<file path="src/flag_bank_pkg.sv">
// What this block does
// live flag registers follow each condition
// latched copy keeps set bits after condition
// latch clears on read-when-absent or power-on
// latch sets only on live rising edge
// host rereads latched register to confirm clear; the bench rereads only the channel a latched register
// one means fault, bits are read-only
// channel a off bit until power-on request
// channel a power-good fault ors its causes
// channel a bits five to one layout
// channel a reference range error, no response
// channel b off bit until power-on request
// channel b power-good fault ors its causes
// channel b bits five to zero layout
// shared bit six supply overvoltage, seven reserved
// shared bits five four three layout
// shared bit two line sense low
// shared bit one crc error, immediate shutdown
// shared bit zero external flag input
// read returns old value, set beats clear
package flag_bank_pkg;
    // ----------------------------------------
    // register map (index, byte address = 4 * index)
    // ----------------------------------------
    localparam logic [15:0] idx_chan_a_live = 16'hfec0;
    localparam logic [15:0] idx_chan_b_live = 16'hfec1;
    localparam logic [15:0] idx_shared_live = 16'hfec2;
    localparam logic [15:0] idx_chan_a_latched = 16'hfec5;
    localparam logic [15:0] idx_chan_b_latched = 16'hfec6;
    localparam logic [15:0] idx_shared_latched = 16'hfec7;
    localparam logic [15:0] idx_irq_status = 16'hfed0;
    localparam logic [15:0] idx_irq_mask = 16'hfed1;
    localparam logic [15:0] idx_pg_option = 16'hfed2;
    // ----------------------------------------
    // field positions
    // ----------------------------------------
    localparam int bit_ch_off = 7;
    localparam int bit_ch_pg = 6;
    localparam int bit_sh_supply_overvoltage = 6;
    localparam int bit_sh_crc = 1;
    // power-good option bits
    localparam int bit_opt_line_a = 0;
    localparam int bit_opt_warn_a = 1;
    localparam int bit_opt_line_b = 2;
    localparam int bit_opt_warn_b = 3;
    // irq status layout: one bit per latched register
    localparam int bit_irq_a = 0;
    localparam int bit_irq_b = 1;
    localparam int bit_irq_sh = 2;
    localparam logic [7:0] reset_flags = 8'h00;
    localparam logic [3:0] reset_pg_option = 4'h0;
    localparam logic [2:0] reset_irq = 3'h0;
    localparam logic [31:0] unmapped_data = 32'h00000000;
    localparam logic [7:0] shared_valid_mask = 8'h7f;

    // per-channel condition inputs
    typedef struct packed {
        logic undervoltage;
        logic overvoltage;
        logic primary_overcurrent;
        logic secondary_overcurrent;
        logic light_load;
        logic ref_range_error;
        logic softstart_filter_active;
        logic power_off;
        logic power_on_request;
    } chan_cond_t;

    // shared condition inputs
    typedef struct packed {
        logic supply_overvoltage;
        logic shared_overcurrent;
        logic zone_two_overtemp;
        logic zone_one_overtemp;
        logic line_sense_low;
        logic crc_error;
        logic zone_one_temp_warning;
        logic zone_two_temp_warning;
        logic power_on_request;
    } shared_cond_t;
endpackage : flag_bank_pkg

</file>
<file path="src/flag_latch.sv">
`timescale 1ns/1ns
// one latched flag register fed by its live value
module flag_latch (
    input wire logic mclk,
    input wire logic rst,
    input wire logic [7:0] live,
    input wire logic read_clear,
    input wire logic power_on_clear,
    output logic [7:0] latched,
    output logic rise_any
);
    logic [7:0] live_prev;
    logic [7:0] rise;

    // edge detect on live flags
    always_ff @(posedge mclk or posedge rst) begin
        if (rst) begin
            live_prev <= flag_bank_pkg::reset_flags;
        end else begin
            live_prev <= live;
        end
    end

    assign rise = live & ~live_prev;
    assign rise_any = |rise;

    // per bit: set by rising edge, cleared by read when absent or power-on
    genvar i;
    generate
        for (i = 0; i < 8; i++) begin : g_bit
            always_ff @(posedge mclk or posedge rst) begin
                if (rst) begin
                    latched[i] <= 1'b0;
                end else if (rise[i]) begin
                    latched[i] <= 1'b1;
                end else if (power_on_clear || (read_clear && !live[i])) begin
                    latched[i] <= 1'b0;
                end
            end
        end
    endgenerate

    AST_RISE_SETS: assert property (@(posedge mclk) disable iff (rst)
        rise[0] |=> latched[0]) else $error("rising live flag did not latch");
    AST_HOLD_NO_CLEAR: assert property (@(posedge mclk) disable iff (rst)
        latched[1] && !read_clear && !power_on_clear |=> latched[1])
        else $error("latched flag lost without clear");
    AST_HIGH_NO_RESET: assert property (@(posedge mclk) disable iff (rst)
        live[2] && $past(live[2]) && !latched[2] |=> !latched[2])
        else $error("steady live flag set latch");
endmodule : flag_latch

</file>
<file path="src/fault_flag_status_bank.sv">
`timescale 1ns/1ns
module fault_flag_status_bank (
    input wire logic mclk,
    input wire logic rst,
    input wire logic [31:0] wb_adr_i,
    input wire logic [31:0] wb_dat_i,
    output logic [31:0] wb_dat_o,
    input wire logic wb_we_i,
    input wire logic [3:0] wb_sel_i,
    input wire logic wb_cyc_i,
    input wire logic wb_stb_i,
    output logic wb_ack_o,
    input wire flag_bank_pkg::chan_cond_t chan_a,
    input wire flag_bank_pkg::chan_cond_t chan_b,
    input wire flag_bank_pkg::shared_cond_t shared,
    input wire logic ext_flag_sync_in_pin,
    output logic chan_a_power_good_fault,
    output logic chan_b_power_good_fault,
    output logic crc_shutdown,
    output logic irq
);
    // ----------------------------------------
    // input synchronisers
    // ----------------------------------------
    flag_bank_pkg::chan_cond_t a_meta, a_sync, b_meta, b_sync;
    flag_bank_pkg::shared_cond_t s_meta, s_sync;
    logic ext_meta, external_flag_input;

    // two stages on every asynchronous condition
    always_ff @(posedge mclk or posedge rst) begin
        if (rst) begin
            a_meta <= '0;
            a_sync <= '0;
            b_meta <= '0;
            b_sync <= '0;
            s_meta <= '0;
            s_sync <= '0;
            ext_meta <= 1'b0;
            external_flag_input <= 1'b0;
        end else begin
            a_meta <= chan_a;
            a_sync <= a_meta;
            b_meta <= chan_b;
            b_sync <= b_meta;
            s_meta <= shared;
            s_sync <= s_meta;
            ext_meta <= ext_flag_sync_in_pin;
            external_flag_input <= ext_meta;
        end
    end

    // ----------------------------------------
    // channel off state
    // ----------------------------------------
    logic a_off, b_off;

    // channel a off bit: set on shutdown, kept until power-on request
    always_ff @(posedge mclk or posedge rst) begin
        if (rst) begin
            a_off <= 1'b0;
        end else if (a_sync.power_on_request) begin
            a_off <= 1'b0;
        end else if (a_sync.power_off || s_sync.crc_error) begin
            a_off <= 1'b1;
        end
    end

    // channel b off bit: set on shutdown, kept until power-on request
    always_ff @(posedge mclk or posedge rst) begin
        if (rst) begin
            b_off <= 1'b0;
        end else if (b_sync.power_on_request) begin
            b_off <= 1'b0;
        end else if (b_sync.power_off || s_sync.crc_error) begin
            b_off <= 1'b1;
        end
    end

    // ----------------------------------------
    // live flag registers
    // ----------------------------------------
    logic [3:0] pg_option;
    logic [7:0] a_live, b_live, s_live;
    logic a_pg, b_pg;

    // power-good fault terms, optional line sense and warnings
    always_comb begin
        a_pg = a_sync.undervoltage | a_off | s_sync.crc_error | a_sync.softstart_filter_active
            | (pg_option[flag_bank_pkg::bit_opt_line_a] & s_sync.line_sense_low)
            | (pg_option[flag_bank_pkg::bit_opt_warn_a] & s_sync.zone_one_temp_warning);
        b_pg = b_sync.undervoltage | b_off | s_sync.crc_error | b_sync.softstart_filter_active
            | (pg_option[flag_bank_pkg::bit_opt_line_b] & s_sync.line_sense_low)
            | (pg_option[flag_bank_pkg::bit_opt_warn_b] & s_sync.zone_two_temp_warning);
    end

    // live registers follow the conditions, one means fault
    always_ff @(posedge mclk or posedge rst) begin
        if (rst) begin
            a_live <= flag_bank_pkg::reset_flags;
            b_live <= flag_bank_pkg::reset_flags;
            s_live <= flag_bank_pkg::reset_flags;
        end else begin
            a_live <= {a_off, a_pg, a_sync.primary_overcurrent, a_sync.secondary_overcurrent,
                       a_sync.undervoltage, a_sync.overvoltage, a_sync.light_load,
                       a_sync.ref_range_error};
            b_live <= {b_off, b_pg, b_sync.primary_overcurrent, b_sync.secondary_overcurrent,
                       b_sync.undervoltage, b_sync.overvoltage, b_sync.light_load,
                       b_sync.ref_range_error};
            s_live <= {1'b0, s_sync.supply_overvoltage, s_sync.shared_overcurrent,
                       s_sync.zone_two_overtemp, s_sync.zone_one_overtemp,
                       s_sync.line_sense_low, s_sync.crc_error,
                       external_flag_input};
        end
    end

    // ----------------------------------------
    // outputs to pins
    // ----------------------------------------
    // pin faults from live power-good bits; crc stops both channels at once
    always_ff @(posedge mclk or posedge rst) begin
        if (rst) begin
            chan_a_power_good_fault <= 1'b0;
            chan_b_power_good_fault <= 1'b0;
            crc_shutdown <= 1'b0;
        end else begin
            chan_a_power_good_fault <= a_live[flag_bank_pkg::bit_ch_pg];
            chan_b_power_good_fault <= b_live[flag_bank_pkg::bit_ch_pg];
            crc_shutdown <= s_live[flag_bank_pkg::bit_sh_crc];
        end
    end

    // ----------------------------------------
    // bus decode
    // ----------------------------------------
    logic [15:0] idx;
    logic req, rd_req;
    logic rd_a_lat, rd_b_lat, rd_s_lat, rd_status;
    logic wr_commit;

    // a request is taken while ack is low; a write lands on the edge that shows ack
    assign idx = wb_adr_i[17:2];
    assign req = wb_cyc_i & wb_stb_i & ~wb_ack_o;
    assign rd_req = req & ~wb_we_i;
    assign wr_commit = wb_cyc_i & wb_stb_i & wb_ack_o & wb_we_i & wb_sel_i[0];
    assign rd_a_lat = rd_req && idx == flag_bank_pkg::idx_chan_a_latched;
    assign rd_b_lat = rd_req && idx == flag_bank_pkg::idx_chan_b_latched;
    assign rd_s_lat = rd_req && idx == flag_bank_pkg::idx_shared_latched;
    assign rd_status = rd_req && idx == flag_bank_pkg::idx_irq_status;

    // ----------------------------------------
    // latched registers
    // ----------------------------------------
    logic [7:0] a_lat, b_lat, s_lat;
    logic a_rise, b_rise, s_rise;
    logic pon_a, pon_b, pon_s;

    // each latch bank clears on its own power-on request
    assign pon_a = a_sync.power_on_request;
    assign pon_b = b_sync.power_on_request;
    assign pon_s = s_sync.power_on_request;

    flag_latch u_lat_a (
        .mclk(mclk),
        .rst(rst),
        .live(a_live),
        .read_clear(rd_a_lat),
        .power_on_clear(pon_a),
        .latched(a_lat),
        .rise_any(a_rise)
    );

    flag_latch u_lat_b (
        .mclk(mclk),
        .rst(rst),
        .live(b_live),
        .read_clear(rd_b_lat),
        .power_on_clear(pon_b),
        .latched(b_lat),
        .rise_any(b_rise)
    );

    flag_latch u_lat_s (
        .mclk(mclk),
        .rst(rst),
        .live(s_live),
        .read_clear(rd_s_lat),
        .power_on_clear(pon_s),
        .latched(s_lat),
        .rise_any(s_rise)
    );

    // ----------------------------------------
    // interrupt status and mask
    // ----------------------------------------
    logic [2:0] irq_status, irq_mask;
    logic [2:0] irq_set;

    // any new latch event raises its status bit
    assign irq_set = {s_rise, b_rise, a_rise};

    // sticky status, read clears, new event wins
    always_ff @(posedge mclk or posedge rst) begin
        if (rst) begin
            irq_status <= flag_bank_pkg::reset_irq;
        end else if (rd_status) begin
            irq_status <= irq_set;
        end else begin
            irq_status <= irq_status | irq_set;
        end
    end

    // software-written interrupt mask
    always_ff @(posedge mclk or posedge rst) begin
        if (rst) begin
            irq_mask <= flag_bank_pkg::reset_irq;
        end else if (wr_commit && idx == flag_bank_pkg::idx_irq_mask) begin
            irq_mask <= wb_dat_i[2:0];
        end
    end

    // software-written power-good options
    always_ff @(posedge mclk or posedge rst) begin
        if (rst) begin
            pg_option <= flag_bank_pkg::reset_pg_option;
        end else if (wr_commit && idx == flag_bank_pkg::idx_pg_option) begin
            pg_option <= wb_dat_i[3:0];
        end
    end

    // level interrupt from unmasked status
    always_ff @(posedge mclk or posedge rst) begin
        if (rst) begin
            irq <= 1'b0;
        end else begin
            irq <= |(irq_status & irq_mask);
        end
    end

    // ----------------------------------------
    // read data and acknowledge
    // ----------------------------------------
    logic [31:0] next_rdata;

    // value before any clear is returned; flags read-only, writes ignored
    always_comb begin
        case (idx)
            flag_bank_pkg::idx_chan_a_live: next_rdata = {24'h000000, a_live};
            flag_bank_pkg::idx_chan_b_live: next_rdata = {24'h000000, b_live};
            flag_bank_pkg::idx_shared_live: next_rdata = {24'h000000, s_live};
            flag_bank_pkg::idx_chan_a_latched: next_rdata = {24'h000000, a_lat};
            flag_bank_pkg::idx_chan_b_latched: next_rdata = {24'h000000, b_lat};
            flag_bank_pkg::idx_shared_latched: next_rdata = {24'h000000,
                s_lat & flag_bank_pkg::shared_valid_mask};
            flag_bank_pkg::idx_irq_status: next_rdata = {29'h0, irq_status};
            flag_bank_pkg::idx_irq_mask: next_rdata = {29'h0, irq_mask};
            flag_bank_pkg::idx_pg_option: next_rdata = {28'h0000000, pg_option};
            default: next_rdata = flag_bank_pkg::unmapped_data;
        endcase
    end

    // one-cycle ack for every access, mapped or not
    always_ff @(posedge mclk or posedge rst) begin
        if (rst) begin
            wb_ack_o <= 1'b0;
        end else begin
            wb_ack_o <= req;
        end
    end

    // read data captured at the taking edge, held until the next read
    always_ff @(posedge mclk or posedge rst) begin
        if (rst) begin
            wb_dat_o <= flag_bank_pkg::unmapped_data;
        end else if (rd_req) begin
            wb_dat_o <= next_rdata;
        end
    end

    // ----------------------------------------
    // checks
    // ----------------------------------------
    // channel off state and power-good pins
    AST_A_OFF_HOLD: assert property (@(posedge mclk) disable iff (rst)
        a_off && !a_sync.power_on_request |=> a_off) else $error("chan a off dropped early");
    AST_B_OFF_HOLD: assert property (@(posedge mclk) disable iff (rst)
        b_off && !b_sync.power_on_request |=> b_off) else $error("chan b off dropped early");
    AST_CRC_OFF_A: assert property (@(posedge mclk) disable iff (rst)
        s_sync.crc_error && !a_sync.power_on_request |=> a_off) else $error("crc kept chan a on");
    AST_CRC_OFF_B: assert property (@(posedge mclk) disable iff (rst)
        s_sync.crc_error && !b_sync.power_on_request |=> b_off) else $error("crc kept chan b on");
    AST_A_PG_PIN: assert property (@(posedge mclk) disable iff (rst)
        a_sync.undervoltage |-> ##2 chan_a_power_good_fault) else $error("chan a pg fault missed");
    AST_A_OFF_PIN: assert property (@(posedge mclk) disable iff (rst)
        a_off |-> ##2 chan_a_power_good_fault) else $error("chan a off pg fault missed");
    AST_B_PG_PIN: assert property (@(posedge mclk) disable iff (rst)
        b_off |-> ##2 chan_b_power_good_fault) else $error("chan b pg fault missed");
    AST_B_UV_PIN: assert property (@(posedge mclk) disable iff (rst)
        b_sync.undervoltage |-> ##2 chan_b_power_good_fault) else $error("chan b uv pg fault missed");
    AST_CRC_SHUT: assert property (@(posedge mclk) disable iff (rst)
        s_sync.crc_error |-> ##2 crc_shutdown) else $error("crc shutdown missed");
    // live registers follow their conditions
    AST_LIVE_FOLLOW: assert property (@(posedge mclk) disable iff (rst)
        ##1 a_live[5] == $past(a_sync.primary_overcurrent)) else $error("live flag not following");
    AST_A_LIGHT_FOLLOW: assert property (@(posedge mclk) disable iff (rst)
        ##1 a_live[1] == $past(a_sync.light_load)) else $error("chan a light load wrong");
    AST_A_REF_FOLLOW: assert property (@(posedge mclk) disable iff (rst)
        ##1 a_live[0] == $past(a_sync.ref_range_error)) else $error("chan a range error wrong");
    AST_B_LIVE_FOLLOW: assert property (@(posedge mclk) disable iff (rst)
        ##1 b_live[5] == $past(b_sync.primary_overcurrent)) else $error("chan b overcurrent wrong");
    AST_B_REF_FOLLOW: assert property (@(posedge mclk) disable iff (rst)
        ##1 b_live[0] == $past(b_sync.ref_range_error)) else $error("chan b range error wrong");
    AST_SH_OV_FOLLOW: assert property (@(posedge mclk) disable iff (rst)
        ##1 s_live[6] == $past(s_sync.supply_overvoltage)) else $error("supply overvoltage wrong");
    AST_SH_OC_FOLLOW: assert property (@(posedge mclk) disable iff (rst)
        ##1 s_live[5] == $past(s_sync.shared_overcurrent)) else $error("shared overcurrent wrong");
    AST_LINE_FOLLOW: assert property (@(posedge mclk) disable iff (rst)
        ##1 s_live[2] == $past(s_sync.line_sense_low)) else $error("line sense flag wrong");
    AST_SH_RSVD: assert property (@(posedge mclk) disable iff (rst)
        !s_live[7]) else $error("reserved shared bit set");
    AST_EXT_FLAG: assert property (@(posedge mclk) disable iff (rst)
        ext_flag_sync_in_pin [*4] |-> s_live[0]) else $error("external flag not shown");
    // latched clears
    AST_READ_CLEAR: assert property (@(posedge mclk) disable iff (rst)
        rd_a_lat && !a_live[3] && !a_rise |=> !a_lat[3]) else $error("read did not clear latch");
    AST_PON_CLEAR: assert property (@(posedge mclk) disable iff (rst)
        pon_s && !s_rise |=> s_lat == 8'h00) else $error("power-on did not clear latch");
    // interrupt and bus
    AST_IRQ_LEVEL: assert property (@(posedge mclk) disable iff (rst)
        (irq_status & irq_mask) != 3'h0 |=> irq) else $error("irq missing");
    AST_IRQ_STICKY: assert property (@(posedge mclk) disable iff (rst)
        irq_status[0] && !rd_status |=> irq_status[0]) else $error("irq status lost");
    AST_ACK_FOLLOWS: assert property (@(posedge mclk) disable iff (rst)
        req |=> wb_ack_o) else $error("request not acked");
    AST_ACK_ONE: assert property (@(posedge mclk) disable iff (rst)
        wb_ack_o |=> !wb_ack_o) else $error("ack held two cycles");
    AST_DAT_HELD: assert property (@(posedge mclk) disable iff (rst)
        !rd_req |=> $stable(wb_dat_o)) else $error("read data changed without read");

    // main scenarios
    COV_READ_LATCH: cover property (@(posedge mclk) disable iff (rst) rd_a_lat && a_lat != 8'h00);
    COV_IRQ: cover property (@(posedge mclk) disable iff (rst) irq);
    COV_SET_CLEAR: cover property (@(posedge mclk) disable iff (rst) rd_b_lat && b_rise);
    COV_PON: cover property (@(posedge mclk) disable iff (rst) pon_a && a_lat != 8'h00);
    COV_CRC_STOP: cover property (@(posedge mclk) disable iff (rst) s_sync.crc_error && a_off && b_off);
endmodule : fault_flag_status_bank

</file>
<file path="config.mk">
export PLATFORM = sky130hd
export DESIGN_NAME = fault_flag_status_bank
export DESIGN_NICKNAME = d
export VERILOG_FILES = /design/src/flag_bank_pkg.sv /design/src/flag_latch.sv /design/src/fault_flag_status_bank.sv
export SDC_FILE = /design/constraint.sdc
export NUM_CORES = 1
export LEC_CHECK = 0
export BUFFER_PORTS_ARGS = -buffer_cell sky130_fd_sc_hd__buf_2
export CAP_MARGIN = 5
export CORE_MARGIN = 3
export CORE_UTILIZATION = 30
export DETAILED_ROUTE_END_ITERATION = 6
export HOLD_SLACK_MARGIN = 0.02
export REMOVE_ABC_BUFFERS = 1
export SYNTH_ARGS = -nofsm -noshare
export SYNTH_HDL_FRONTEND = slang
export SYNTH_SLANG_ARGS = --single-unit
</file>
<file path="constraint.sdc">
create_clock -name mclk -period 5.55 [get_ports mclk]
set_input_delay 1.11 -clock mclk [delete_from_list [all_inputs] [get_ports mclk]]
set_output_delay 1.11 -clock mclk [all_outputs]
set_load 0.01 [all_outputs]
</file>
=== Word level (Yosys, flattened, before mapping) ===
Index checks and enable logic that the tools add are counted.

* Flip-flop bits (word level): 174
* Bits of input ports: 101
* Output and inout bits: 37
* Logic and storage cells: 293

* Equality and inequality tests: 9
* Mux-type cells: 52
* Bitwise operators: 30
* Reduce and logical (&&, ||, !) cells: 106

{| class="wikitable"
|+ Operator list
! operator !! number
|-
| $eq 16x16->1 const B || 9
|-
| $pmux 8 s9 || 1
|-
| $mux 1 || 50
|-
| $reduce_bool 2->1 || 25
|-
| $logic_and 1x1->1 || 29
|-
| $logic_or 1x1->1 || 25
|-
| $reduce_or 8->1 || 3
|-
| $logic_not 1->1 || 23
|-
| $and 8x8->8 || 2
|-
| $not 8->8 || 2
|-
| $and 1x1->1 || 10
|-
| $or 1x1->1 || 10
|-
| $and 7x8->8 || 1
|-
| $not 7->8 || 1
|-
| $and 3x3->3 || 1
|-
| $mux 3 || 1
|-
| $or 3x3->3 || 1
|-
| $reduce_or 3->1 || 1
|-
| $not 1->1 || 2
|}

=== Longest topological paths before layout ===
* Depth in word-level cells: 8
* Mapped depth: 7
* Depth with buffers taken out: 5

=== By module ===
From an unflattened synthesis, not the netlist that was laid out.

* Cell total of the unflattened synthesis: 439
* Area, all modules: 5642.9 um^2

{| class="wikitable"
|+ By module, submodules not included
! module !! times used !! cells each !! area an instance (um^2) !! sequential area each (um^2)
|-
| fault_flag_status_bank || 1 || 283 || 3781.1 || 2602.5
|-
| flag_latch || 3 || 52 || 620.6 || 400.4
|}

=== Worst setup path after synthesis ===
Ideal clock, no wire load.

* Kind: input to register
* Start point: input port wb_adr_i[7]
* End point: register pg_option[0]
* Setup time: 125 ps
* Data arrival time: 2327 ps
* Data required time: 5425 ps
* Setup slack: 3098 ps
* Cell stages on the path: 6
* Path buffers: 1
* Cell sequence: nand3b_1 -> nor3_2 -> and3_1 -> and3_1 -> buf_4 -> mux2_2

* Word-level cells in the longest chain between the ends: 2

{| class="wikitable"
|+ RTL lines
! element !! RTL line !! RTL
|-
| from (decl) || fault_flag_status_bank.sv:5 || <nowiki>input wire logic [31:0] wb_adr_i,</nowiki>
|-
| $eq 16x16->1 || fault_flag_status_bank.sv:225 || <nowiki>end else if (wr_commit && idx == flag_bank_pkg::idx_pg_option) begin</nowiki>
|-
| $logic_and 1x1->1 || fault_flag_status_bank.sv:225 ||
|-
| to (signal assigned) || fault_flag_status_bank.sv:224 || <nowiki>pg_option <= flag_bank_pkg::reset_pg_option;</nowiki>
|-
| to (signal assigned) || fault_flag_status_bank.sv:226 || <nowiki>pg_option <= wb_dat_i[3:0];</nowiki>
|-
| to (decl) || fault_flag_status_bank.sv:82 || <nowiki>logic [3:0] pg_option;</nowiki>
|}

Every way passes these cells.
A chain may end at the register's enable or synchronous reset.

=== Worst setup path after layout ===
* Start point: input port wb_adr_i[2]
* End point: register wb_dat_o[0]

* Word-level cells in the longest chain between the ends: 2
* Elaborated cells between the ends (all ways): 10
* Classes of those cells: eq/ne: 9; mux: 1

{| class="wikitable"
|+ RTL lines
! element !! RTL line !! RTL
|-
| $eq 16x16->1 || fault_flag_status_bank.sv:246 || <nowiki>case (idx)</nowiki>
|-
| $pmux 8 s9 * || fault_flag_status_bank.sv:246 ||
|-
| to (signal assigned) || fault_flag_status_bank.sv:273 || <nowiki>wb_dat_o <= flag_bank_pkg::unmapped_data;</nowiki>
|-
| to (signal assigned) || fault_flag_status_bank.sv:275 || <nowiki>wb_dat_o <= next_rdata;</nowiki>
|-
| to (decl) || fault_flag_status_bank.sv:7 || <nowiki>output logic [31:0] wb_dat_o,</nowiki>
|}

Every way passes the cells marked *; elsewhere a longest branch is shown, timed or not.

==> metrics.csv <==
stage;metric;value;unit
critical_path;worst_setup_path_start_kind;primary input;
place;dpl.hpwl;8.592;mm
synth;synth_top_area_frac;0.6655;
critical_path;r2r-start;wb_ack_o;
synth;async_flop_share;1.000;
sta;worstMarginPinSlew;910.8;ps
synth;syn_area;5528;um2
clock_tree;clk_latency;430;ps
synth;syn_inst;431;
critical_path;r2r_cells;4;
critical_path;cp-endpoint;wb_dat_o[0];
floorplan;row_count;49;
critical_path;path_cells;buf_2 > nor2b_1 > a22oi_1 > o221ai_1 > a32oi_1 > o21ai_0;
floorplan;die-area;20090;um2
routing;ant_nets;0;
min_path;min_path_cells;0;
grt;antenna_found_initial;0;
synth;synth.area.top_cells;dfrtp_1 (67%), nand2b_1 (4.8%), buf_4 (3.7%);
clock_tree;htree_num_levels;4;
min_path;hold_start;s_meta[8];
run_status;status;completed;
clock_tree;cts_buffers;17;
clock_tree;path_clk_slew;70;ps
routing;drc;0;
critical_path;cp-startpoint;wb_adr_i[2];
sta;setup_viol_count_final;0;
sta;holdWs;344.4;ps
synth;ys.warnings.count;0;
pwr;powerDensity;371.0;nW/um2
clock_tree;cts_tree;built;
place;buffer_ports.inserted;66;
routing;routed_wl;11.95;mm
sta;hold_violations;0;
clock_tree;hold_buffers;0;
grt;grt_max_degree;109;
clock_tree;cts_root_buf;clkbuf_16;
sta;skew;13.66;ps
routing;vias;3414;
critical_path;required;5900;ps
critical_path;critPathArrivalTime;2980;ps
grt;track_usage;0.1243;
critical_path;r2r_end;u_lat_b.latched[5];
clock_tree;cts_buffer_depth;2;
synth;synth_cell_types;55;
final_layout;post-route-util;0.3667;
critical_path;endpoint_kind;register;
floorplan;ios;138;
final_layout;nets;603;
final_layout;drive_above_1_share;0.2330;
sta;fin_setup_tns;0;ps
final_layout;num_antenna_cells;0;
sta;rsz0062_at_grt;no;
critical_path;regToRegSetupSlack;3510;ps
grt;grt_pass1_wl;19.13;mm
routing;wire_per_inst;16.06;um
sta;relSlewSlack;0.3928;
clock_tree;clock-sinks;147;
routing;drt_first_pass_iters;5;
critical_path;crit_slowest_cell;nor2b_1;
final_layout;fillers;1771;
pwr;leakage;2.962;nW
synth;seq_area_frac_synth;0.6655;
sta;fmax;0.3796;GHz
critical_path;cpPeakStageDelay;610;ps
floorplan;die_h;141.7;um
grt;grt_pass1_vias;3519;
clock_tree;ctsResizeCount;0;
routing;viasPerCell;4.589;
pwr;peakVddDrop;0.2217;mV
synth;synth_edf_count;0;
synth;syn_area_per_cell;12.83;um2
synth;synth-seq-cells;147;
grt;overflow;0;
sta;fin_crit;2635;ps
min_path;hold_class;register to register;
routing;initialDrtViolationCount;253;
sta;timing.final.crit_share;0.4747;
synth;ys.flop_type;dfrtp_1;
critical_path;criticalPathCategory;primary input to register;
synth;synth_area_leader_cell;dfrtp_1;
floorplan;fp.dieW;141.7;um
final_layout;area_growth;19.58;%
floorplan;coreArea;18020;um2
floorplan;start_util;0.3067;
job;maxCapViolCount;0;
place;routabilityCongestion;0.8801;
clock_tree;cts_setup_buffers;0;
sta;slew_violations;0;
critical_path;cp_max_fo;22;
-- through the flow --
| step | setup slack (ps) | cell area, um2 | power [mW] | instances |
|---|---|---|---|---|
| global route | 2753 | 6610 | 2.562 | 744 |
| finish | 2915 | 6610 | 2.452 | 744 |
| detailed placement | 2487 | 5992 | 1.307 | 712 |
| CTS | 2930 | 6610 | 2.483 | 744 |
| global placement | 2505 | 5992 | 1.302 | 712 |
| floorplan | 488.7 | 5363 | 1.242 | 416 |
-- worst max-delay path: cells and delay by family --
family / cells / cell delay (ps)
compound gates: 4 / 820
buf+inv: 1 / 420
simple gates: 1 / 610
-- how the worst min path moves through the flow --
stage	endpoint	slack (ps)
final	s_sync[8]	340
after global routing	s_sync[2]	360
after CTS	a_sync[8]	350
after detailed placement	a_sync[5]	330
after global placement	b_sync[2]	330
after floorplan	a_live[0]	330
-- area by class of cell --
cell class | count | area [um2] | area share
multi-input combinational | 261 | 1654 | 0.2502
sequential | 147 | 3679 | 0.5565
tap | 229 | 286.5 | 0.04335
clock inverter | 14 | 178.9 | 0.02707
inverter | 8 | 35.03 | 0.005300
timing repair buffer | 67 | 337.8 | 0.05111
clock buffer | 18 | 439.2 | 0.06644
-- state kept, by name, indices dropped and copies added, names as in the netlist, 8 cells and up --
register,flops
b_live,8
b_meta,9
u_lat_b.latched,8
u_lat_a.latched,8
u_lat_a.live_prev,8
a_sync,8
wb_dat_o,8
a_live,8
s_sync,8
b_sync,8
u_lat_b.live_prev,8
a_meta,9
s_meta,9
-- placed cells by master (no fill, tap or decap), drive strengths merged, types with 8 or more instances in the layout --
cell	Yosys	routed
nor2	25	25
nor3	15	15
clkbuf	5	18
dfrtp	147	147
mux2i	11	11
mux2	10	10
a21oi	21	21
o21ai	17	17
conb	1	24
inv	8	10
nand4	8	8
nand2b	42	42
buf	33	67
nand2	16	16
-- synthesized netlist by cell type (all sizes together), types with 3 or more instances --
library cell,n
dfrtp,147
nand2b,42
buf,33
nor2,25
a21oi,21
o21ai,17
nand2,16
nor3,15
mux2i,11
mux2,10
inv,8
nand4,8
a22oi,7
nand3,7
a2bb2oi,5
and3,5
clkbuf,5
a22o,4
nor4,4
a211o,3
and2,3
nor2b,3
-- where the power goes --
group	switching [mW]	internal, mW	leakage (nW)
clock network	0.444	0.723	0.293
logic	0.0776	0.0483	0.921
registers	0.0333	1.13	1.75
-- routing by layer --
layer  GRT usage  wire (um)
met1      0.1737       5532
met4     0.04192        163
met3     0.04786        864
met2      0.1775       5386
met5           0          0
-- cells by family after synthesis --
logic type      Yosys count  share of synthesized area
flops                   147                     0.6655
other cells               1                  0.0006784
buf+inv                  46                    0.05093
mux                      21                    0.04233
compound gates           74                    0.08986
simple gates            142                     0.1507
Note: power is estimated with default switching activity, not from simulation.
